==> src/pscd_pkg.sv <==
// pscd_pkg: constants and types shared by the pll system_clock_output divider control block
// assumes: 32-bit avalon-mm register bus with byte addressing, one clock domain
package pscd_pkg;

  ////////////////////////////////////////////////////////////////////////////////
  // register byte offsets
  localparam int unsigned ADDR_W = 9;
  localparam logic [8:0] OFF_POST_DIVIDER_CONTROL = 9'h128;
  localparam logic [8:0] OFF_COMMAND_REGISTER     = 9'h138;
  localparam logic [8:0] OFF_PLL_STATUS           = 9'h13C;
  localparam logic [8:0] OFF_ALIGNMENT_MASK       = 9'h140;
  localparam logic [8:0] OFF_RATIO_CHANGE_STATUS  = 9'h144;
  localparam logic [8:0] OFF_AUX_CLOCK_ENABLE     = 9'h148;
  localparam logic [8:0] OFF_AUX_CLOCK_STATUS     = 9'h14C;
  localparam logic [8:0] OFF_SYSTEM_CLOCK_OUTPUT_ON_STATUS     = 9'h150;
  localparam logic [8:0] OFF_SYSCLK4_DIVIDER      = 9'h160;
  localparam logic [8:0] OFF_SYSCLK5_DIVIDER      = 9'h164;
  localparam logic [8:0] OFF_SYSCLK6_DIVIDER      = 9'h168;
  localparam logic [8:0] OFF_SYSCLK7_DIVIDER      = 9'h16C;

  ////////////////////////////////////////////////////////////////////////////////
  // field positions and widths
  localparam int unsigned RATIO_W        = 5;
  localparam int unsigned DIV_EN_BIT     = 15;
  localparam int unsigned GO_BIT         = 0;
  localparam int unsigned BUSY_BIT       = 0;
  localparam int unsigned STABLE_BIT     = 2;
  localparam int unsigned AUX_EN_BIT     = 0;
  localparam int unsigned AUX_RSVD_BIT   = 1;
  localparam int unsigned NUM_DIV        = 4;  // dividers four to seven
  localparam int unsigned FIRST_DIV_IDX  = 3;  // mask/flag bit of clock four
  localparam int unsigned NUM_SYSTEM_CLOCK_OUTPUT     = 7;

  ////////////////////////////////////////////////////////////////////////////////
  // values after reset
  localparam logic [4:0] SYS4_RATIO_RST  = 5'h03;
  localparam logic [4:0] SYS5_RATIO_RST  = 5'h02;
  localparam logic [4:0] SYS6_RATIO_RST  = 5'h00;
  localparam logic [4:0] RATIO_CHANGED_SEVEN_RATIO_RST  = 5'h05;
  localparam logic [4:0] POST_RATIO_RST  = 5'h01;
  localparam logic       DIV_EN_RST      = 1'b1;
  localparam logic       POST_EN_RST     = 1'b1;
  localparam logic       AUX_EN_RST      = 1'b1;
  localparam logic [6:0] ALIGN_MASK_RST  = 7'h00;
  localparam logic       AUX_RSVD_VAL    = 1'b1;

  ////////////////////////////////////////////////////////////////////////////////
  // cycle counts
  localparam logic [7:0]  ALIGN_CYCLES      = 8'h08;
  localparam logic [15:0] OSC_SETTLE_CYCLES = 16'h0010;

  ////////////////////////////////////////////////////////////////////////////////
  // alignment sequencer states
  typedef enum logic [1:0] {
    ST_IDLE  = 2'b01,
    ST_ALIGN = 2'b10
  } pscd_state_e;

endpackage

==> src/pscd_clk_div.sv <==
// pscd_clk_div: one programmable divider producing a divided-clock strobe
// assumes: ratio is applied only by an apply pulse from the control logic
`timescale 1ns/1ps
module pscd_clk_div #(
  parameter logic [4:0] RATIO_RST = 5'h00,  // ratio after reset
  parameter logic       EN_RST    = 1'b1    // enable after reset
) (
  input  wire logic       i_clk,      // pll output clock
  input  wire logic       i_rst_n,    // synchronised reset, active low
  input  wire logic       i_enable,   // divider enable
  input  wire logic [4:0] i_ratio,    // pending ratio
  input  wire logic       i_apply,    // load pending ratio, one-cycle pulse
  input  wire logic       i_restart,  // phase restart, one-cycle pulse
  output logic            o_tick,     // one pulse per ratio+1 cycles
  output logic            o_running   // divided clock is on
);

  typedef struct packed {
    logic [4:0] cnt;
    logic [4:0] ratio;
    logic       tick;
    logic       run;
  } pscd_div_s;

  pscd_div_s s_q;
  pscd_div_s s_d;

  ////////////////////////////////////////////////////////////////////////////////
  // count to the active ratio, restart phase on alignment
  always_comb begin
    s_d = s_q;
    s_d.run = i_enable;
    if (i_apply) begin
      s_d.ratio = i_ratio;
    end
    if (!i_enable || i_restart || i_apply || (s_q.cnt >= s_d.ratio)) begin
      s_d.cnt = 5'h00;
    end else begin
      s_d.cnt = s_q.cnt + 5'h01;
    end
    s_d.tick = i_enable && (s_d.cnt == 5'h00);
  end

  // state register
  always_ff @(posedge i_clk or negedge i_rst_n) begin
    if (!i_rst_n) begin
      s_q <= '{cnt: 5'h00, ratio: RATIO_RST, tick: 1'b0, run: EN_RST};
    end else begin
      s_q <= s_d;
    end
  end

  assign o_tick    = s_q.tick;
  assign o_running = s_q.run;

endmodule

==> src/pscd_osc_settle.sv <==
// pscd_osc_settle: oscillator settling counter, flags stable when done
// assumes: started by release of the synchronised reset
`timescale 1ns/1ps
module pscd_osc_settle (
  input  wire logic i_clk,     // reference clock
  input  wire logic i_rst_n,   // synchronised reset, active low
  output logic      o_stable   // settling count complete
);

  typedef struct packed {
    logic [15:0] cnt;
    logic        stable;
  } pscd_osc_s;

  pscd_osc_s s_q;
  pscd_osc_s s_d;

  ////////////////////////////////////////////////////////////////////////////////
  // count up once, then hold stable
  always_comb begin
    s_d = s_q;
    if (!s_q.stable) begin
      s_d.cnt = s_q.cnt + 16'h0001;
      if (s_d.cnt >= pscd_pkg::OSC_SETTLE_CYCLES) begin
        s_d.stable = 1'b1;
      end
    end
  end

  // state register
  always_ff @(posedge i_clk or negedge i_rst_n) begin
    if (!i_rst_n) begin
      s_q <= '{cnt: 16'h0000, stable: 1'b0};
    end else begin
      s_q <= s_d;
    end
  end

  assign o_stable = s_q.stable;

endmodule

==> src/pscd_top.sv <==
// pscd_top: register file, go alignment sequencer and dividers four to seven
// assumes: avalon-mm slave with byte addresses, i_clk is the pll output
//
// The Avalon-MM register port and the address map were left to the implementer.
`timescale 1ns/1ps
module pscd_top (
  input  wire logic        i_clk,               // pll output, 20 MHz
  input  wire logic        i_nrst,              // async reset, active low
  input  wire logic [8:0]  i_avs_address,       // byte address
  input  wire logic        i_avs_read,          // read request
  input  wire logic        i_avs_write,         // write request
  input  wire logic [31:0] i_avs_writedata,     // write data
  input  wire logic [3:0]  i_avs_byteenable,    // byte lanes
  input  wire logic [2:0]  i_system_clock_output_low_on,     // clocks one to three running
  output logic [31:0]      o_avs_readdata,      // read data
  output logic             o_avs_waitrequest,   // stall
  output logic [3:0]       o_system_clock_output_tick,       // clocks four to seven strobes
  output logic             o_post_tick,         // post-divider strobe
  output logic             o_aux_on             // auxiliary clock gate
);

  ////////////////////////////////////////////////////////////////////////////////
  // state record
  typedef struct packed {
    pscd_pkg::pscd_state_e state;
    logic [7:0]            align_cnt;
    logic [3:0]            div_en;
    logic [3:0][4:0]       div_ratio;
    logic                  post_en;
    logic [4:0]            post_ratio;
    logic                  cmd_go;
    logic [6:0]            align_mask;
    logic [6:0]            ratio_change_status;
    logic                  aux_en;
    logic                  aux_on;
    logic [3:0]            apply;
    logic [3:0]            restart;
    logic                  post_apply;
    logic                  stall;
    logic [31:0]           rdata;
  } pscd_top_s;

  pscd_top_s s_q;
  pscd_top_s s_d;

  logic       rst_meta_q;
  logic       rst_sync_q;
  logic [3:0] div_run;
  logic       osc_stable;
  logic       busy;
  logic       req;
  logic       acc;
  logic [8:0] word_addr;
  logic [31:0] rd_val;

  ////////////////////////////////////////////////////////////////////////////////
  // reset release through two flip-flops
  // assertion stays asynchronous, release is clocked so no register sees a
  // recovery violation when the pin rises near an edge
  always_ff @(posedge i_clk or negedge i_nrst) begin
    if (!i_nrst) begin
      rst_meta_q <= 1'b0;
      rst_sync_q <= 1'b0;
    end else begin
      rst_meta_q <= 1'b1;
      rst_sync_q <= rst_meta_q;
    end
  end

  ////////////////////////////////////////////////////////////////////////////////
  // bus handshake terms
  // every request costs one stall cycle then one ready cycle; the stall gives
  // the read mux a full cycle and keeps waitrequest a plain register
  assign req       = i_avs_read || i_avs_write;
  assign acc       = req && !s_q.stall;  // transfer completes this edge
  assign word_addr = {i_avs_address[8:2], 2'b00};
  assign busy      = (s_q.state == pscd_pkg::ST_ALIGN);

  // read data mux, unmapped reads return zero
  // divider registers read back the staged ratio, not the one running
  always_comb begin
    rd_val = 32'h0000_0000;
    unique case (word_addr)
      pscd_pkg::OFF_SYSCLK4_DIVIDER,
      pscd_pkg::OFF_SYSCLK5_DIVIDER,
      pscd_pkg::OFF_SYSCLK6_DIVIDER,
      pscd_pkg::OFF_SYSCLK7_DIVIDER: begin
        rd_val[pscd_pkg::DIV_EN_BIT] = s_q.div_en[word_addr[3:2]];
        rd_val[4:0]                  = s_q.div_ratio[word_addr[3:2]];
      end
      pscd_pkg::OFF_POST_DIVIDER_CONTROL: begin
        rd_val[pscd_pkg::DIV_EN_BIT] = s_q.post_en;
        rd_val[4:0]                  = s_q.post_ratio;
      end
      pscd_pkg::OFF_COMMAND_REGISTER: begin
        rd_val[pscd_pkg::GO_BIT] = s_q.cmd_go;
      end
      pscd_pkg::OFF_PLL_STATUS: begin
        rd_val[pscd_pkg::BUSY_BIT]   = busy;
        rd_val[pscd_pkg::STABLE_BIT] = osc_stable;
      end
      pscd_pkg::OFF_ALIGNMENT_MASK: begin
        rd_val[6:0] = s_q.align_mask;
      end
      pscd_pkg::OFF_RATIO_CHANGE_STATUS: begin
        rd_val[6:0] = s_q.ratio_change_status;
      end
      pscd_pkg::OFF_AUX_CLOCK_ENABLE: begin
        rd_val[pscd_pkg::AUX_EN_BIT]   = s_q.aux_en;
        rd_val[pscd_pkg::AUX_RSVD_BIT] = pscd_pkg::AUX_RSVD_VAL;
      end
      pscd_pkg::OFF_AUX_CLOCK_STATUS: begin
        rd_val[pscd_pkg::AUX_EN_BIT]   = s_q.aux_on;
        rd_val[pscd_pkg::AUX_RSVD_BIT] = pscd_pkg::AUX_RSVD_VAL;
      end
      pscd_pkg::OFF_SYSTEM_CLOCK_OUTPUT_ON_STATUS: begin
        rd_val[2:0] = i_system_clock_output_low_on;
        rd_val[6:3] = div_run;
      end
      default: begin
        rd_val = 32'h0000_0000;
      end
    endcase
  end

  ////////////////////////////////////////////////////////////////////////////////
  // next-state logic: bus slave, register writes, go sequencer
  always_comb begin
    s_d            = s_q;
    s_d.apply      = 4'h0;
    s_d.restart    = 4'h0;
    s_d.post_apply = 1'b0;
    s_d.aux_on     = s_q.aux_en;

    // one wait cycle per request, then one ready cycle; stalled while idle
    s_d.stall = !(req && s_q.stall);
    if (req && s_q.stall) begin
      s_d.rdata = rd_val;
    end

    // go sequencer: busy for a fixed count, then apply and restart in one edge
    // so every selected clock leaves alignment on the same cycle
    unique case (s_q.state)
      pscd_pkg::ST_IDLE: begin
        s_d.align_cnt = 8'h00;
      end
      pscd_pkg::ST_ALIGN: begin
        s_d.align_cnt = s_q.align_cnt + 8'h01;
        if (s_d.align_cnt >= pscd_pkg::ALIGN_CYCLES) begin
          // apply pending ratios to masked clocks and restart their phase
          for (int i = 0; i < 4; i++) begin
            if (s_q.align_mask[pscd_pkg::FIRST_DIV_IDX + i]) begin
              s_d.apply[i]   = 1'b1;
              s_d.restart[i] = 1'b1;
              s_d.ratio_change_status[pscd_pkg::FIRST_DIV_IDX + i] = 1'b0;
            end
          end
          s_d.state = pscd_pkg::ST_IDLE;
        end
      end
    endcase

    // register writes take effect at the completing edge
    if (acc && i_avs_write) begin
      unique case (word_addr)
        pscd_pkg::OFF_SYSCLK4_DIVIDER,
        pscd_pkg::OFF_SYSCLK5_DIVIDER,
        pscd_pkg::OFF_SYSCLK6_DIVIDER,
        pscd_pkg::OFF_SYSCLK7_DIVIDER: begin
          if (i_avs_byteenable[0]) begin
            s_d.div_ratio[word_addr[3:2]] = i_avs_writedata[4:0];
            // flag set after any clear above so a same-cycle change wins
            s_d.ratio_change_status[pscd_pkg::FIRST_DIV_IDX + 32'(word_addr[3:2])] = 1'b1;
          end
          if (i_avs_byteenable[1]) begin
            s_d.div_en[word_addr[3:2]] = i_avs_writedata[pscd_pkg::DIV_EN_BIT];
          end
        end
        pscd_pkg::OFF_POST_DIVIDER_CONTROL: begin
          if (i_avs_byteenable[0]) begin
            s_d.post_ratio = i_avs_writedata[4:0];
            s_d.post_apply = 1'b1;
          end
          if (i_avs_byteenable[1]) begin
            s_d.post_en = i_avs_writedata[pscd_pkg::DIV_EN_BIT];
          end
        end
        pscd_pkg::OFF_COMMAND_REGISTER: begin
          if (i_avs_byteenable[0]) begin
            s_d.cmd_go = i_avs_writedata[pscd_pkg::GO_BIT];
            // a go written while busy is stored but does not restart the count
            if (i_avs_writedata[pscd_pkg::GO_BIT] && !busy) begin
              s_d.state     = pscd_pkg::ST_ALIGN;
              s_d.align_cnt = 8'h00;
            end
          end
        end
        pscd_pkg::OFF_ALIGNMENT_MASK: begin
          if (i_avs_byteenable[0]) begin
            s_d.align_mask = i_avs_writedata[6:0];
          end
        end
        pscd_pkg::OFF_AUX_CLOCK_ENABLE: begin
          if (i_avs_byteenable[0]) begin
            s_d.aux_en = i_avs_writedata[pscd_pkg::AUX_EN_BIT];
          end
        end
        default: begin
          s_d.cmd_go = s_d.cmd_go;  // read-only or unmapped: write ignored
        end
      endcase
    end
  end

  // state register
  always_ff @(posedge i_clk or negedge rst_sync_q) begin
    if (!rst_sync_q) begin
      s_q <= '{
        state:      pscd_pkg::ST_IDLE,
        align_cnt:  8'h00,
        div_en:     {4{pscd_pkg::DIV_EN_RST}},
        div_ratio:  {pscd_pkg::RATIO_CHANGED_SEVEN_RATIO_RST, pscd_pkg::SYS6_RATIO_RST,
                     pscd_pkg::SYS5_RATIO_RST, pscd_pkg::SYS4_RATIO_RST},
        post_en:    pscd_pkg::POST_EN_RST,
        post_ratio: pscd_pkg::POST_RATIO_RST,
        cmd_go:     1'b0,
        align_mask: pscd_pkg::ALIGN_MASK_RST,
        ratio_change_status:    7'h00,
        aux_en:     pscd_pkg::AUX_EN_RST,
        aux_on:     pscd_pkg::AUX_EN_RST,
        apply:      4'h0,
        restart:    4'h0,
        post_apply: 1'b0,
        stall:      1'b1,
        rdata:      32'h0000_0000
      };
    end else begin
      s_q <= s_d;
    end
  end

  ////////////////////////////////////////////////////////////////////////////////
  // dividers four to seven, each driving only its own clock
  // a ratio reaches a divider only on an apply pulse from the go sequencer,
  // so software may stage new ratios while the old ones keep running
  // divider four, clock four
  pscd_clk_div #(.RATIO_RST(pscd_pkg::SYS4_RATIO_RST), .EN_RST(pscd_pkg::DIV_EN_RST)) u_div4 (
    .i_clk     (i_clk),
    .i_rst_n   (rst_sync_q),
    .i_enable  (s_q.div_en[0]),
    .i_ratio   (s_q.div_ratio[0]),
    .i_apply   (s_q.apply[0]),
    .i_restart (s_q.restart[0]),
    .o_tick    (o_system_clock_output_tick[0]),
    .o_running (div_run[0])
  );

  // divider five, clock five
  pscd_clk_div #(.RATIO_RST(pscd_pkg::SYS5_RATIO_RST), .EN_RST(pscd_pkg::DIV_EN_RST)) u_div5 (
    .i_clk     (i_clk),
    .i_rst_n   (rst_sync_q),
    .i_enable  (s_q.div_en[1]),
    .i_ratio   (s_q.div_ratio[1]),
    .i_apply   (s_q.apply[1]),
    .i_restart (s_q.restart[1]),
    .o_tick    (o_system_clock_output_tick[1]),
    .o_running (div_run[1])
  );

  // divider six, clock six
  pscd_clk_div #(.RATIO_RST(pscd_pkg::SYS6_RATIO_RST), .EN_RST(pscd_pkg::DIV_EN_RST)) u_div6 (
    .i_clk     (i_clk),
    .i_rst_n   (rst_sync_q),
    .i_enable  (s_q.div_en[2]),
    .i_ratio   (s_q.div_ratio[2]),
    .i_apply   (s_q.apply[2]),
    .i_restart (s_q.restart[2]),
    .o_tick    (o_system_clock_output_tick[2]),
    .o_running (div_run[2])
  );

  // divider seven, clock seven
  pscd_clk_div #(.RATIO_RST(pscd_pkg::RATIO_CHANGED_SEVEN_RATIO_RST), .EN_RST(pscd_pkg::DIV_EN_RST)) u_div7 (
    .i_clk     (i_clk),
    .i_rst_n   (rst_sync_q),
    .i_enable  (s_q.div_en[3]),
    .i_ratio   (s_q.div_ratio[3]),
    .i_apply   (s_q.apply[3]),
    .i_restart (s_q.restart[3]),
    .o_tick    (o_system_clock_output_tick[3]),
    .o_running (div_run[3])
  );

  // post-divider, ratio applied directly on write
  // its running flag has no status bit here, so it is left open
  pscd_clk_div #(.RATIO_RST(pscd_pkg::POST_RATIO_RST), .EN_RST(pscd_pkg::POST_EN_RST)) u_post (
    .i_clk     (i_clk),
    .i_rst_n   (rst_sync_q),
    .i_enable  (s_q.post_en),
    .i_ratio   (s_q.post_ratio),
    .i_apply   (s_q.post_apply),
    .i_restart (1'b0),
    .o_tick    (o_post_tick),
    .o_running ()
  );

  // oscillator settling counter
  // stable is only reported, it does not hold back the bus or the dividers
  pscd_osc_settle u_settle (
    .i_clk    (i_clk),
    .i_rst_n  (rst_sync_q),
    .o_stable (osc_stable)
  );

  ////////////////////////////////////////////////////////////////////////////////
  // registered outputs
  // every output is a flop: readdata, stall and the aux gate come from s_q
  assign o_avs_readdata    = s_q.rdata;
  assign o_avs_waitrequest = s_q.stall;
  assign o_aux_on          = s_q.aux_on;

endmodule

==> config.mk <==
export PLATFORM = sky130hd
export DESIGN_NAME = pscd_top
export DESIGN_NICKNAME = d
export VERILOG_FILES = /design/src/pscd_pkg.sv /design/src/pscd_clk_div.sv /design/src/pscd_osc_settle.sv /design/src/pscd_top.sv
export SDC_FILE = /design/constraint.sdc
export NUM_CORES = 1
export LEC_CHECK = 0
export ABC_AREA = 1
export ABC_CLOCK_PERIOD_IN_PS = 8600
export BUFFER_PORTS_ARGS = -buffer_cell sky130_fd_sc_hd__buf_2
export CAP_MARGIN = 5
export CORE_MARGIN = 3
export CORE_UTILIZATION = 40
export DETAILED_ROUTE_END_ITERATION = 10
export PLACE_DENSITY = 0.55
export SYNTH_ARGS = -nofsm -noshare
export SYNTH_HDL_FRONTEND = slang
export SYNTH_SLANG_ARGS = --single-unit
==> constraint.sdc <==
create_clock -name i_clk -period 8.6 [get_ports i_clk]
set_input_delay 1.72 -clock i_clk [delete_from_list [all_inputs] [get_ports i_clk]]
set_output_delay 1.72 -clock i_clk [all_outputs]
set_load 0.01 [all_outputs]
==> results by group <==
Routing
  • DRC: 0
  • Via count: about 5800
  • WL/cell: roughly 13 µm
  • DR pass1 iterations: 4
  • Iter 0 DRT Violations: approximately 350
  • DR vias/cell: roughly 4.6
  • WL final: around 16 mm
  • Post-route ant nets: 0

CTS
  • CTS buffer count: 17
  • Hold-fix buffers, CTS: 0
  • H-tree level count: 4
  • Clock-pin slew on the worst setup and hold paths: about 0.060 ns
  • CTS tree: built
  • Clock Sinks: between 100 and 150
  • Clock root buffer: clkbuf_16
  • Post-CTS setup buffers: 0
  • Max clock buf depth: 2
  • Worst-skew pair later-pin latency: between 0.4 and 0.5 ns
  • # resized after CTS: 0

Layout
  • Final #Nets: around 1100
  • # fillers: around 1900
  • Final Cell Area: just under 9000 µm²
  • Area growth, synth to finish: 11.5%
  • Antenna diodes: 0
  • Layout cells sized above 1: 13.8%
  • Multi-input logic area: between 3000 and 4000 µm²
  • Core Util, Final: a little under half
  • Storage element area: roughly 3800 µm²

Outcome
  • Status: complete, no violations

Logic synthesis
  • Synth Cell Area: 7780 µm²
  • Yosys warning total: 0
  • Synth area leaders: dfrtp_1 (40%), nand2_1 (12%), dfstp_2 (8.4%)
  • Number of synthesized flops with an enable pin: 0
  • Syn Area/Cell: between 8 and 9 µm²
  • Synthesized flop and latch total: 149
  • Synth top area share: roughly two fifths
  • Most frequent cell after synthesis: nand2_1
  • Synth async-reset ratio: 100%
  • Syn Inst Count: roughly 950
  • Synth Flop Type: dfrtp_1
  • Cell type with the largest total area after synthesis: dfrtp_1
  • Unique cell type count in the Yosys netlist: 40
  • Sequential area share after synthesis: 48.3%
  • Post-synth top cells: nand2_1 (244), dfrtp_1 (124), inv_1 (120), nor2_1 (89), nand3_1 (64)

STA
  • Worst Tran Pin Value: between 1 and 1.5 ns
  • Final Hold Fails: 0
  • Max-slew violations: 0
  • Clk_skew: about 0.009 ns
  • Final period utilization: 40.8%
  • Hold WS: ~0.12 ns
  • RSZ-0062 raised after global routing: false
  • Fin crit period: ~3.5 ns
  • Worst setup margin: 5.09 ns
  • Relative slew slack: 33.1%
  • Endpoints failing setup: 0
  • Setup Total Neg Slack: 0 ns
  • Max Clock Freq: approximately 0.28 GHz

Hold path
  • Hold Crit Class: reg2async

Power and ir drop
  • Pwr dens: around 180 nW/µm²
  • Leak: roughly 4.5 nW
  • VDD IR max: ~0.00011 V

Global routing
  • Grt ovf: 0
  • Largest net degree at the start of global routing: 79
  • First-pass GRT wire length: roughly 28 mm
  • Initial antenna violation count: 0
  • Vias in the first global route: 5585
  • Tot GR Track Use: 16.3%

Flow run
  • Max-cap violations: 0

Setup path
  • WS Path Type: in2reg
  • Top cell by count, worst path: nand2_1
  • Critical path cell sequence: buf_2 > inv_1 > ha_1 > nor2_1 > nand3_1 > nand3_4 > nor2_4 > nand2_1 > nand2_1 > o21ai_1
  • Crit-path max FO: 18
  • CP Capture Type: flop
  • Slowest stage delay, CP: 0.46 ns
  • Crit path required time: about 8.9 ns
  • Crit start category: primary input
  • Worst path slowest cell: ha_1
  • CP arrival: 3.81 ns

Die
  • Core area: around 19000 µm²
  • Rows: 50
  • Die footprint: about 21000 µm²
  • # IOs: 91
  • Vert. Die Dim: 145 µm
  • Starting density of the core: just over 40%
  • Die width: 145 µm

Placed design
  • Dpl hpwl: 11.9 mm
  • Pre-CTS setup slack: ~4.7 ns
  • RePlAce Congestion: around 0.85
  • Placement Cell Area: around 8100 µm²
  • IO Port Bufs: 38
==> kinds of logic after synthesis <==
logic type | share of synthesized area (%)
buffers and inverters | 10.6
other | 0.0965
AOI/OAI and AO/OA | 8.26
muxes | 0.386
xor gates and xnor gates | 1.69
adders and majority gates | 6.27
and+or+nand+nor | 24.4
DFF | 48.3
==> cells in the final DEF (no fill, tap or decap), types with 3 or more instances in the layout <==
| master | count |
|---|---|
| ha_1 | 39 |
| clkinv_2 | 3 |
| clkbuf_16 | 17 |
| nor2_2 | 4 |
| conb_1 | 25 |
| xor2_1 | 10 |
| xnor2_1 | 5 |
| buf_2 | 38 |
| a21boi_0 | 4 |
| or2_2 | 20 |
| a31oi_1 | 6 |
| nand2_1 | 244 |
| dfstp_2 | 25 |
| bufinv_16 | 3 |
| clkbuf_1 | 3 |
| o21ai_0 | 43 |
| nor3_1 | 5 |
| clkbuf_8 | 4 |
| nand4_1 | 9 |
| nand3_1 | 64 |
| nor2_1 | 89 |
| a21oi_1 | 21 |
| inv_1 | 120 |
| o21bai_1 | 6 |
| o21ai_1 | 34 |
| inv_2 | 8 |
| dfrtp_1 | 123 |
==> worst max-delay path, delay by kind of cell <==
family | cells | cell delay (ns)
and+or+nand+nor | 6 | 0.98
buffers and inverters | 2 | 0.58
adders and majority gates | 1 | 0.46
AOI/OAI and AO/OA | 1 | 0.07
==> final cells by class <==
cell class	count	share of cell area [%]
Clock buffer	24	5.67
Clock inverter	8	1.40
Inverter	130	5.62
Multi-Input combinational cell	644	37.8
Sequential cell	149	43.4
Tap cell	260	3.75
Timing Repair Buffer	40	2.36
==> routing by layer <==
metal | vias to the layer above | GRT usage (%) | wire length [µm]
met3 | 14 | 4.20 | 633
met2 | 93 | 24.5 | 7030
met1 | 2632 | 23.6 | 8600
met4 | 0 | 3.99 | 179
li1 | 3018 | - | -
met5 | - | 0 | 0
==> through the flow <==
| step | power (mW) | instances |
|---|---|---|
| after global placement | 0.816 | 1223 |
| final | 1.57 | 1255 |
| after global routing | 1.64 | 1255 |
| after floorplan | 0.797 | 972 |
| after CTS | 1.60 | 1255 |
| after detailed placement | 0.817 | 1223 |
==> worst paths after layout <==
check | start | to | slack [ns] | cells after the start
setup / recovery | i_avs_address[2] | flop | 5.09 | 10
min in group i_clk | rst_meta_q | rst_sync_q | 0.35 | 0
hold / removal | rst_sync_q | u_div7.s_q[11] | 0.12 | 0
setup reg to reg | s_q[41] | u_div7.o_tick | 6.41 | 11
hold reg to reg | rst_sync_q | u_div7.s_q[11] | 0.12 | 0
max in group asynchronous | rst_sync_q | u_post.s_q[11] | 6.55 | 2
==> power breakdown <==
group          internal (mW)  switching [mW]  total, mW
clock network          0.486           0.283      0.770
logic                 0.0208          0.0582     0.0790
registers              0.715         0.00887      0.724
total                   1.22           0.350       1.57
No activity file was read; power rests on OpenSTA's default activity.
